[config.mk]
export PLATFORM = sky130hd
export DESIGN_NAME = upstream_burst_block_framer
export DESIGN_NICKNAME = d
export VERILOG_FILES = /design/src/pkg/ubf_pkg.sv /design/src/hw/upstream_burst_block_framer.sv
export VERILOG_INCLUDE_DIRS = /design/src /design/src/pkg
export SDC_FILE = /design/constraint.sdc
export NUM_CORES = 2
export LEC_CHECK = 0
export ABC_AREA = 1
export BUFFER_PORTS_ARGS = -buffer_cell sky130_fd_sc_hd__buf_2
export CORE_MARGIN = 5
export CORE_UTILIZATION = 50
export CTS_CLUSTER_DIAMETER = 100
export DETAILED_ROUTE_END_ITERATION = 10
export GPL_ROUTABILITY_DRIVEN = 0
export PLACE_DENSITY = 0.66
export SETUP_SLACK_MARGIN = 0.05
export SLEW_MARGIN = 20
export SYNTH_ARGS = -nofsm -noshare
export SYNTH_HDL_FRONTEND = slang
export SYNTH_SLANG_ARGS = --single-unit
[constraint.sdc]
create_clock -name i_clk -period 5.9 [get_ports i_clk]
set_clock_uncertainty 0.2 [all_clocks]
set_input_delay 1.77 -clock i_clk [delete_from_list [all_inputs] [get_ports i_clk]]
set_output_delay 1.77 -clock i_clk [all_outputs]
set_load 0.02 [all_outputs]
[src/pkg/ubf_defs.svh]
/*
 * Constants of the upstream burst block framer: block type codes, field
 * sizes, register offsets and reset values. Assumes byte-wide framing.
 */
`ifndef UBF_DEFS_SVH
`define UBF_DEFS_SVH

// -----------------------------------------------------------------
// block type codes
// -----------------------------------------------------------------
`define UBF_T_HEADER 8'h01
`define UBF_T_MIDDLE 8'h02
`define UBF_T_TRAILER 8'h03
`define UBF_T_VENDOR 8'h04
`define UBF_T_NOBURST 8'h05
`define UBF_T_TAG 8'h06

// -----------------------------------------------------------------
// payload sizes
// -----------------------------------------------------------------
`define UBF_CHUNK 16
`define UBF_VS_MAX 128
`define UBF_HDR_FIX 8'h07
`define UBF_TRL_FIX 8'h04
`define UBF_NB_FIX 8'h09

// -----------------------------------------------------------------
// registers
// -----------------------------------------------------------------
`define UBF_A_CTRL 8'h00
`define UBF_A_INT_STAT 8'h04
`define UBF_A_INT_MASK 8'h08
`define UBF_A_VS_DATA 8'h0C
`define UBF_A_VS_LEN 8'h10
`define UBF_A_STATUS 8'h14
`define UBF_RST_CTRL 1'h0
`define UBF_RST_MASK 4'h0
`define UBF_I_BURST 0
`define UBF_I_NOBURST 1
`define UBF_I_VS_OVF 2
`define UBF_I_DROP 3

`endif

[src/pkg/ubf_pkg.sv]
/*
 * Types of the upstream burst block framer.
 * Assumes ubf_defs.svh for all numeric constants but the state codes.
 */
`default_nettype none
package ubf_pkg;
	typedef enum logic [6:0] {
		ST_IDLE = 7'b0000001,
		ST_TAG = 7'b0000010,
		ST_COLLECT = 7'b0000100,
		ST_TYPE = 7'b0001000,
		ST_LEN_HI = 7'b0010000,
		ST_LEN_LO = 7'b0100000,
		ST_PAY = 7'b1000000
	} fr_state_t;
endpackage
`default_nettype wire

[src/hw/upstream_burst_block_framer.sv]
/*
 * Upstream burst block framer: turns received bursts into typed,
 * length-prefixed blocks (all but the channel tag) for the MAC, one byte per clock.
 * Assumes burst source, descriptor and code-block pulses on i_clk,
 * and a MAC that takes every byte while o_valid is high.
 */
`timescale 1ns/100ps
`default_nettype none
`include "ubf_defs.svh"

module upstream_burst_block_framer import ubf_pkg::*; #(
	parameter int CHUNK = `UBF_CHUNK,
	parameter int VS_MAX = `UBF_VS_MAX
) (
	input wire logic i_clk, // 20 MHz
	input wire logic i_rst_b, // async, active low
	input wire logic i_burst_start, // burst opens, pulse
	input wire logic i_no_burst, // opportunity empty, pulse
	input wire logic [3:0] i_interval_usage_code, // from descriptor
	input wire logic [13:0] i_service_flow_id, // from descriptor
	input wire logic [31:0] i_burst_start_slot_index, // start slot
	input wire logic i_new_descriptor, // first frame on new descriptor
	input wire logic i_fec_enable, // coding on for interval
	input wire logic [2:0] i_channel, // logical channel
	input wire logic i_collision, // no-burst cause
	input wire logic i_no_energy, // no-burst cause
	input wire logic [15:0] i_opportunity_length, // interval length
	input wire logic [7:0] i_in_data, // burst byte
	input wire logic i_in_valid, // burst byte valid
	input wire logic i_in_last, // last burst byte
	input wire logic i_rx_internal_error, // sampled with last byte
	input wire logic i_low_energy, // sampled with last byte
	input wire logic i_high_energy, // sampled with last byte
	input wire logic i_clean_code_block, // pulse
	input wire logic i_fixed_code_block, // pulse
	input wire logic i_failed_code_block, // pulse
	input wire logic [7:0] i_addr, // register byte address
	input wire logic [31:0] i_wr_data, // register write data
	input wire logic i_wr, // write strobe
	input wire logic i_rd, // read strobe
	output logic [31:0] o_rd_data, // read data, cycle after strobe
	output logic [7:0] o_data, // block byte to MAC
	output logic o_valid, // block byte valid
	output logic o_in_ready, // burst byte taken when high
	output logic o_busy, // series in progress
	output logic o_irq // level interrupt
);
	localparam int CA = $clog2(CHUNK);
	localparam int VA = $clog2(VS_MAX);

	typedef struct packed {
		fr_state_t st;
		logic [7:0] idx;
		logic [7:0] k;
		logic [15:0] len;
		logic [7:0] kind;
		logic first;
		logic last_seen;
		logic nb;
		logic [3:0] usage;
		logic [13:0] flow;
		logic [31:0] slot;
		logic new_desc;
		logic fec_en;
		logic [2:0] chan;
		logic coll;
		logic noen;
		logic [15:0] opp_len;
		logic err;
		logic lowe;
		logic highe;
		logic [7:0] clean;
		logic [7:0] fixd;
		logic [7:0] fail;
		logic counting;
		logic vs_go;
		logic [7:0] vs_len;
		logic [VS_MAX-1:0][7:0] vs_mem;
		logic [CHUNK-1:0][7:0] chunk;
		logic tag_en;
		logic [3:0] int_stat;
		logic [3:0] int_mask;
		logic [31:0] rd_data;
		logic [7:0] data;
		logic valid;
		logic in_ready;
		logic busy;
		logic irq;
	} fr_regs_t;

	fr_regs_t r;
	fr_regs_t next_r;

	// -------------------------------------------------------------
	// helpers
	// -------------------------------------------------------------
	function automatic logic [7:0] sat_inc(input logic [7:0] v);
		return (v == 8'hFF) ? v : v + 8'h01;
	endfunction

	function automatic logic [7:0] pre_len(input logic [7:0] kind);
		return (kind == `UBF_T_HEADER) ? `UBF_HDR_FIX :
			(kind == `UBF_T_NOBURST) ? `UBF_NB_FIX : 8'h00;
	endfunction

	function automatic logic [7:0] slot_byte(input logic [31:0] s,
			input logic [1:0] j);
		return s[8*(3-j) +: 8];
	endfunction

	// -------------------------------------------------------------
	// next state
	// -------------------------------------------------------------
	always_comb begin
		logic [7:0] pn;
		logic [7:0] dn;
		logic [7:0] off;
		logic [7:0] b;
		logic [3:0] ev;
		logic [7:0] nk;
		logic fin;
		pn = pre_len(r.kind);
		dn = (r.kind == `UBF_T_VENDOR) ? r.vs_len : r.k;
		off = 8'h00;
		b = 8'h00;
		ev = 4'h0;
		nk = r.k + 8'h01;
		fin = 1'b0;
		next_r = r;
		next_r.valid = 1'b0;
		next_r.data = 8'h00;
		next_r.rd_data = 32'h0;

		if (r.counting) begin
			if (i_clean_code_block)
				next_r.clean = sat_inc(r.clean);
			if (i_fixed_code_block)
				next_r.fixd = sat_inc(r.fixd);
			if (i_failed_code_block)
				next_r.fail = sat_inc(r.fail);
		end

		// payload byte at idx: fixed prefix, data, fixed suffix
		if (r.idx < pn) begin
			if (r.kind == `UBF_T_HEADER) begin
				unique case (r.idx)
					8'h00: b = {2'b00, r.new_desc, r.vs_go, r.usage};
					8'h01: b = {2'b00, r.flow[13:8]};
					8'h02: b = r.flow[7:0];
					default: b = slot_byte(r.slot, 2'(r.idx - 8'h03));
				endcase
			end else begin
				unique case (r.idx)
					8'h00: b = {r.coll, r.noen, r.flow[13:8]};
					8'h01: b = r.flow[7:0];
					8'h06: b = {4'h0, r.usage};
					8'h07: b = r.opp_len[15:8];
					8'h08: b = r.opp_len[7:0];
					default: b = slot_byte(r.slot, 2'(r.idx - 8'h02));
				endcase
			end
		end else if (r.idx < pn + dn) begin
			off = r.idx - pn;
			if (r.kind == `UBF_T_VENDOR)
				b = r.vs_mem[off[VA-1:0]];
			else
				b = r.chunk[off[CA-1:0]];
		end else begin
			off = r.idx - pn - dn;
			unique case (off[1:0])
				2'b00: b = {5'b00000, r.err, r.lowe, r.highe};
				2'b01: b = r.fec_en ? r.clean : 8'h00;
				2'b10: b = r.fec_en ? r.fixd : 8'h00;
				default: b = r.fec_en ? r.fail : 8'h00;
			endcase
		end

		unique case (r.st)
			ST_IDLE: begin
				if (i_burst_start) begin
					next_r.first = 1'b1;
					next_r.last_seen = 1'b0;
					next_r.nb = 1'b0;
					next_r.k = 8'h00;
					next_r.counting = 1'b1;
					next_r.clean = 8'h00;
					next_r.fixd = 8'h00;
					next_r.fail = 8'h00;
					next_r.vs_go = (r.vs_len != 8'h00);
					next_r.st = r.tag_en ? ST_TAG : ST_COLLECT;
				end else if (i_no_burst) begin
					next_r.nb = 1'b1;
					next_r.kind = `UBF_T_NOBURST;
					next_r.len = {8'h00, `UBF_NB_FIX};
					next_r.st = r.tag_en ? ST_TAG : ST_TYPE;
				end
				if (i_burst_start || i_no_burst) begin
					next_r.usage = i_interval_usage_code;
					next_r.flow = i_service_flow_id;
					next_r.slot = i_burst_start_slot_index;
					next_r.new_desc = i_new_descriptor;
					next_r.fec_en = i_fec_enable;
					next_r.chan = i_channel;
					next_r.coll = i_collision;
					next_r.noen = i_no_energy;
					next_r.opp_len = i_opportunity_length;
					next_r.idx = 8'h00;
				end
			end
			ST_TAG: begin
				next_r.valid = 1'b1;
				next_r.data = (r.idx == 8'h00) ? `UBF_T_TAG :
					{5'b00000, r.chan};
				next_r.idx = r.idx + 8'h01;
				if (r.idx == 8'h01) begin
					next_r.idx = 8'h00;
					next_r.st = r.nb ? ST_TYPE : ST_COLLECT;
				end
			end
			ST_COLLECT: begin
				if (i_in_valid && r.in_ready) begin
					next_r.chunk[r.k[CA-1:0]] = i_in_data;
					next_r.k = nk;
					if (i_in_last) begin
						next_r.last_seen = 1'b1;
						next_r.err = i_rx_internal_error;
						next_r.lowe = i_low_energy;
						next_r.highe = i_high_energy;
					end
					// full chunks keep the data of every middle block, and of a header with more data to follow, at 16 bytes
					if (i_in_last || nk == 8'(CHUNK)) begin
						next_r.st = ST_TYPE;
						if (r.first) begin
							next_r.kind = `UBF_T_HEADER;
							next_r.len = 16'(nk) + 16'(`UBF_HDR_FIX);
						end else if (i_in_last) begin
							next_r.kind = `UBF_T_TRAILER;
							next_r.len = 16'(nk) + 16'(`UBF_TRL_FIX);
							next_r.counting = 1'b0;
						end else begin
							next_r.kind = `UBF_T_MIDDLE;
							next_r.len = 16'(nk);
						end
					end
				end
			end
			ST_TYPE: begin
				next_r.valid = 1'b1;
				next_r.data = r.kind;
				next_r.st = ST_LEN_HI;
			end
			ST_LEN_HI: begin
				next_r.valid = 1'b1;
				next_r.data = r.len[15:8];
				next_r.st = ST_LEN_LO;
			end
			ST_LEN_LO: begin
				next_r.valid = 1'b1;
				next_r.data = r.len[7:0];
				next_r.idx = 8'h00;
				if (r.len == 16'h0000)
					fin = 1'b1;
				else
					next_r.st = ST_PAY;
			end
			ST_PAY: begin
				next_r.valid = 1'b1;
				next_r.data = b;
				next_r.idx = r.idx + 8'h01;
				fin = ({8'h00, r.idx} == r.len - 16'h0001);
			end
			default: next_r.st = ST_IDLE;
		endcase

		// block finished: pick the next block of the series
		if (fin) begin
			next_r.idx = 8'h00;
			next_r.first = 1'b0;
			if ((r.kind == `UBF_T_HEADER && !r.last_seen) ||
					r.kind == `UBF_T_MIDDLE) begin
				next_r.k = 8'h00;
				next_r.st = ST_COLLECT;
			end else if (r.kind == `UBF_T_HEADER) begin
				next_r.k = 8'h00;
				next_r.kind = `UBF_T_TRAILER;
				next_r.len = {8'h00, `UBF_TRL_FIX};
				next_r.counting = 1'b0;
				next_r.st = ST_TYPE;
			end else if (r.kind == `UBF_T_TRAILER && r.vs_go) begin
				next_r.kind = `UBF_T_VENDOR;
				next_r.len = {8'h00, r.vs_len};
				next_r.st = ST_TYPE;
			end else begin
				if (r.kind == `UBF_T_VENDOR)
					next_r.vs_len = 8'h00;
				ev[`UBF_I_BURST] = !r.nb;
				ev[`UBF_I_NOBURST] = r.nb;
				next_r.st = ST_IDLE;
			end
		end

		// -------------------------------------------------------------
		// register port
		// -------------------------------------------------------------
		if (r.st != ST_IDLE && (i_burst_start || i_no_burst))
			ev[`UBF_I_DROP] = 1'b1;
		if (i_wr) begin
			unique case (i_addr)
				`UBF_A_CTRL: next_r.tag_en = i_wr_data[0];
				`UBF_A_INT_MASK: next_r.int_mask = i_wr_data[3:0];
				`UBF_A_VS_LEN: if (r.st == ST_IDLE) next_r.vs_len = 8'h00;
				`UBF_A_VS_DATA: begin
					// loaded between bursts only; a full buffer drops the byte
					if (r.st == ST_IDLE && r.vs_len < 8'(VS_MAX)) begin
						next_r.vs_mem[r.vs_len[VA-1:0]] = i_wr_data[7:0];
						next_r.vs_len = r.vs_len + 8'h01;
					end else if (r.st == ST_IDLE)
						ev[`UBF_I_VS_OVF] = 1'b1;
				end
				default: ;
			endcase
		end
		if (i_rd) begin
			unique case (i_addr)
				`UBF_A_CTRL: next_r.rd_data = {31'h0, r.tag_en};
				`UBF_A_INT_STAT: next_r.rd_data = {28'h0, r.int_stat};
				`UBF_A_INT_MASK: next_r.rd_data = {28'h0, r.int_mask};
				`UBF_A_VS_LEN: next_r.rd_data = {24'h0, r.vs_len};
				`UBF_A_STATUS: next_r.rd_data = {24'h0, r.st != ST_IDLE,
					r.last_seen, r.first, r.nb, 1'b0, r.chan};
				default: next_r.rd_data = 32'h0;
			endcase
		end
		// a new event wins over the read that clears the status
		if (i_rd && i_addr == `UBF_A_INT_STAT)
			next_r.int_stat = ev;
		else
			next_r.int_stat = r.int_stat | ev;
		next_r.irq = |(next_r.int_stat & next_r.int_mask);
		next_r.in_ready = (next_r.st == ST_COLLECT);
		next_r.busy = (next_r.st != ST_IDLE);
	end

	always_ff @(posedge i_clk or negedge i_rst_b) begin
		if (!i_rst_b) begin
			r <= '0;
			r.st <= ST_IDLE;
			r.tag_en <= `UBF_RST_CTRL;
			r.int_mask <= `UBF_RST_MASK;
		end else begin
			r <= next_r;
		end
	end

	assign o_rd_data = r.rd_data;
	assign o_data = r.data;
	assign o_valid = r.valid;
	assign o_in_ready = r.in_ready;
	assign o_busy = r.busy;
	assign o_irq = r.irq;
endmodule // upstream_burst_block_framer
`default_nettype wire

# Word level (Yosys, flattened, before mapping)
# Index checks and enable logic that the tools add are counted.
[op_classes]
muxes = 104
eq_ne = 36
shifts = 2
n_div = 0
n_mul = 0
reduce_logical = 34
addsub = 16
bitwise = 2
magnitude_cmp = 9
[op_table]
columns = ["cell", "n"]
rows = [
  ["$mux 1032", 2],
  ["$bwmux 1024", 1],
  ["$mux 1024", 1],
  ["$mux 8", 29],
  ["$mux 24", 9],
  ["$bwmux 128", 1],
  ["$pmux 8 s5", 2],
  ["$shiftx 32x33->8", 2],
  ["$pmux 32 s2", 1],
  ["$bmux 8 s7", 1],
  ["$demux 8 s7", 1],
  ["$pmux 7 s7", 1],
  ["$add 8x1->8 const B", 6],
  ["$mux 48", 1],
  ["$pmux 8 s3", 2],
  ["$pmux 9 s5", 1],
  ["$eq 8x3->1 const B", 5],
  ["$mux 4", 10],
  ["$mux 7", 5],
  ["$bmux 8 s4", 1],
  ["$demux 8 s4", 1],
  ["$mux 32", 1],
  ["$pmux 8 s4", 1],
  ["$mux 26", 1],
  ["54 further kinds", 117],
]
[totals]
latchBits = 0
input_bits = 135
mem_bits_rw = 0
memories = 0
register_bits = 1365
mem_bits_ro = 0
output_inout_bits = 44

# Depth between registers and ports, before layout
[logic_depth]
depth_word = 12
ltp_mapped = 28

# Worst setup path before layout
# Ideal clock, no wire load.
[synth_timing]
path_kind = "reg2reg"
start = "register r[1324] (netlist name)"
end = "register r, in the netlist o_data[2]"
arrival_time_ns = 3.871
t_required_ns = 5.577
slack_ns = 1.706
setup_ns = 0.123
n_path_buf = 3
stages_incl_launch_ff = 25
period_less_slack_ns = 4.194
cell_sequence = "dfrtp_1 > inv_1 > nand2_1 > nor3_1 > nand2_1 > clkbuf_1 > clkbuf_1 > o21ai_0 > ha_1 > inv_1 > fa_1 > nor2_1 > a211oi_1 > nor2_1 > nand2_1 > xor2_1 > ha_1 > nand2_1 > o21ai_1 > clkbuf_1 > a21oi_1 > nand2_1 > nand2_1 > nand2_1 > nand2_1"
[synth_lines]
columns = ["element", "line", "rtl"]
rows = [
  ["start, declared", "upstream_burst_block_framer.sv:91", "fr_regs_t r;"],
  ["start signal, assigned", "upstream_burst_block_framer.sv:351", "r <= next_r;"],
]

==> out/metrics.yaml <==
outcome: "completed"
crit_type: "register to register"
grt_usage: 0.281
cts_max_level: 4
fillers: 12405
cap_violations: 0
ys_seq_area_frac: 0.507
syn_inst: 8694
final_area_um2: 72900
routed_wl_um: 200000
numCtsBuffers: 148
synth_most_common_cell: "nand2_1"
vias: 58797
postRouteAntennaNets: 0
cp.arrival_ns: 5.72
drt_iter0_drc: 6349
die_h_um: 374
hold_path.class: "register to register"
worst_slew_pin_slew_ns: 1.10
required_ns: 6.37
synthTopCellsByArea: "dfrtp_1 (51%), nand2_1 (20%), o21ai_0 (7.9%)"
grt_max_degree: 163
post_cts_resize_count: 0
power_uw: 35000
start_util: 0.503
antenna_found_initial: 4
min_period_ns: 5.25
fin_cells: 10371
core_um2: 131000
post-cts-setup-buffers: 0
syn_area_per_cell_um2: 7.61
dieArea_um2: 140000
post-dp-hpwl_um: 123000
cts.sinks: 1341
ff_latch_area_um2: 33600
synth_common_cells: "nand2_1 (3502), dfrtp_1 (1340), o21ai_0 (1044), nand3_1 (834), clkbuf_1 (514)"
grt_pass1_wl_um: 316000
start_kind: "register"
p_per_area_nw_per_um2: 480
setup-tns-final_ns: 0
period_share: 0.890
dpl-instance-area_um2: 68100
ys_types: 62
nNetsFinal: 8672
ir_drop_v: 0.000709
clock_latency_ns: 0.79
dp_cells: 10105
slew_headroom: 0.263
drtPass1Iterations: 7
via_per_inst: 5.67
rsz0062_at_grt: "no"
grt_pass1_vias: 54892
syn-cell-area_um2: 66200
wl_per_cell_um: 19.2
cts_tree: "built"
cts_max_path_buffers: 3
crit_fanout: 56
pin_count: 179
max_freq_ghz: 0.190
synthArstFlopShare: 1.00
grt-ovfl-total: 0
multi_input_area_um2: 29100
drv_slew: 0
worstSetupEndpointType: "register"
area_growth_syn_to_layout_pct: 10.2
drive_gt1_frac: 0.0656
drc: 0
row_count: 133
cts_root_buf: "clkbuf_16"
ys.flop_type: "dfrtp_1"
final_hold_viol_count: 0
portBuffers: 130
postCtsHoldBufs: 0
yosysWarningCount: 0
clkTransAtPathRegs_ns: 0.07
p_leak_uw: 0.0339
final_core_util: 0.554
setup_viol: 0
synth_edf_count: 0
synth_largest_area_cell: "dfrtp_1"
synth_top_area_frac: 0.507
die_w_um: 374
ys_seq_elements: 1341
[area by class of cell]
class	count	share of cell area
diodes	3	0.000103
repair buffers	258	0.0299
clock buffers	217	0.0582
flip-flops and latches	1341	0.460
well taps	1755	0.0301
multi-input cells	6482	0.399
clock inverters	46	0.00771
inverters	269	0.0144
[worst max-delay path: stages (launching register included)]
cell,delay [ns]
dfrtp_1,0.36
inv_1,0.08
nand2_1,0.08
nor3_1,0.43
inv_1,0.11
nor2_1,0.13
nand2_1,0.25
inv_1,0.19
fa_4,0.83
inv_8,0.25
buf_12,0.29
nand3_1,0.15
nand2_1,0.12
nand2_1,0.06
nand2_1,0.10
nand2_1,0.07
nand2_1,0.15
nand2_1,0.07
nand3_1,0.13
nand3_1,0.21
nand2_1,0.21
nand2_1,0.10
nand2_1,0.25
nand2_1,0.09
nand2_1,0.06
nand2_1,0.06
[layout by cell type, fill, tap and decap left out, drive strengths merged, types with 4 or more instances in the layout]
| master | Yosys | final |
|---|---|---|
| a32o | 8 | 8 |
| nand3b | 11 | 11 |
| o21ai | 1293 | 1293 |
| ha | 35 | 35 |
| nand3 | 836 | 836 |
| o22ai | 17 | 17 |
| o2111ai | 4 | 4 |
| xnor2 | 8 | 8 |
| a31oi | 8 | 8 |
| a32oi | 9 | 9 |
| xor2 | 23 | 23 |
| nand2 | 3532 | 3532 |
| bufinv | 0 | 6 |
| a22oi | 26 | 26 |
| a211oi | 8 | 8 |
| o211ai | 19 | 19 |
| mux2i | 9 | 9 |
| dfrtp | 1340 | 1340 |
| nand4 | 41 | 41 |
| a221oi | 7 | 7 |
| a21oi | 174 | 174 |
| nor2 | 318 | 318 |
| nor3 | 30 | 30 |
| clkbuf | 514 | 217 |
| buf | 111 | 258 |
| inv | 265 | 278 |
| clkinvlp | 0 | 5 |
| conb | 1 | 24 |
| clkinv | 4 | 26 |
| nor4 | 14 | 14 |
[flip-flops by register name, summed over array words and instances (netlist names)]
signal	cells
r	1321
o_data	8
o_rd_data	8
o_busy	1
o_in_ready	1
o_irq	1
o_valid	1
[stage by stage]
step / hold slack, ns / setup WS, ns
2_1_floorplan: 0.242 / 1.71
5_1_grt: 0.296 / 0.467
3_5_place_dp: 0.262 / 0.837
6_report: 0.271 / 0.647
3_3_place_gp: 0.257 / 0.834
4_1_cts: 0.276 / 0.819
[worst paths after layout]
check	startpoint	endpoint	slack [ns]	cells past startpoint
worst max register to register	r[1324]$_DFF_PN0_	o_data[6]$_DFF_PN0_	0.65	25
worst min-delay path	r[1200]$_DFFE_PN0P_	r[1200]$_DFFE_PN0P_	0.27	2
worst max-delay path	r[1324]$_DFF_PN0_	o_data[6]$_DFF_PN0_	0.65	25
max in group asynchronous	i_rst_b	r[693]$_DFFE_PN0P_	3.47	3
min in group asynchronous	i_rst_b	r[1181]$_DFFE_PN0P_	0.84	1
worst min register to register	r[1200]$_DFFE_PN0P_	r[1200]$_DFFE_PN0P_	0.27	2
[per-layer routing]
metal / vias up / routed length, um / track usage
li1: 27854 / - / -
met1: 28208 / 87800 / 0.409
met2: 2343 / 87800 / 0.422
met3: 390 / 17600 / 0.0583
met4: 2 / 6470 / 0.0905
met5: - / 13 / 0
[where the power goes]
part           internal [uW]  switching (uW)  leakage [uW]  total (uW)
clock network           5290            3910       0.00235        9210
logic                   4390           11400        0.0130       15800
registers               9600             331        0.0185        9930
[kinds of logic (layout without fill, tap and decap cells)]
| kind of cell | Yosys count | count (layout) | synth area share |
|---|---|---|---|
| muxes | 12 | 12 | 0.00187 |
| adders and majority gates | 37 | 37 | 0.00723 |
| AOI/OAI and AO/OA | 1588 | 1588 | 0.125 |
| other | 1 | 27 | 0.0000567 |
| buffers and inverters | 894 | 790 | 0.0556 |
| DFF | 1341 | 1341 | 0.507 |
| and+or+nand+nor | 4790 | 4790 | 0.299 |
| xor gates and xnor gates | 31 | 31 | 0.00410 |
No activity file was read; power rests on OpenSTA's default activity.
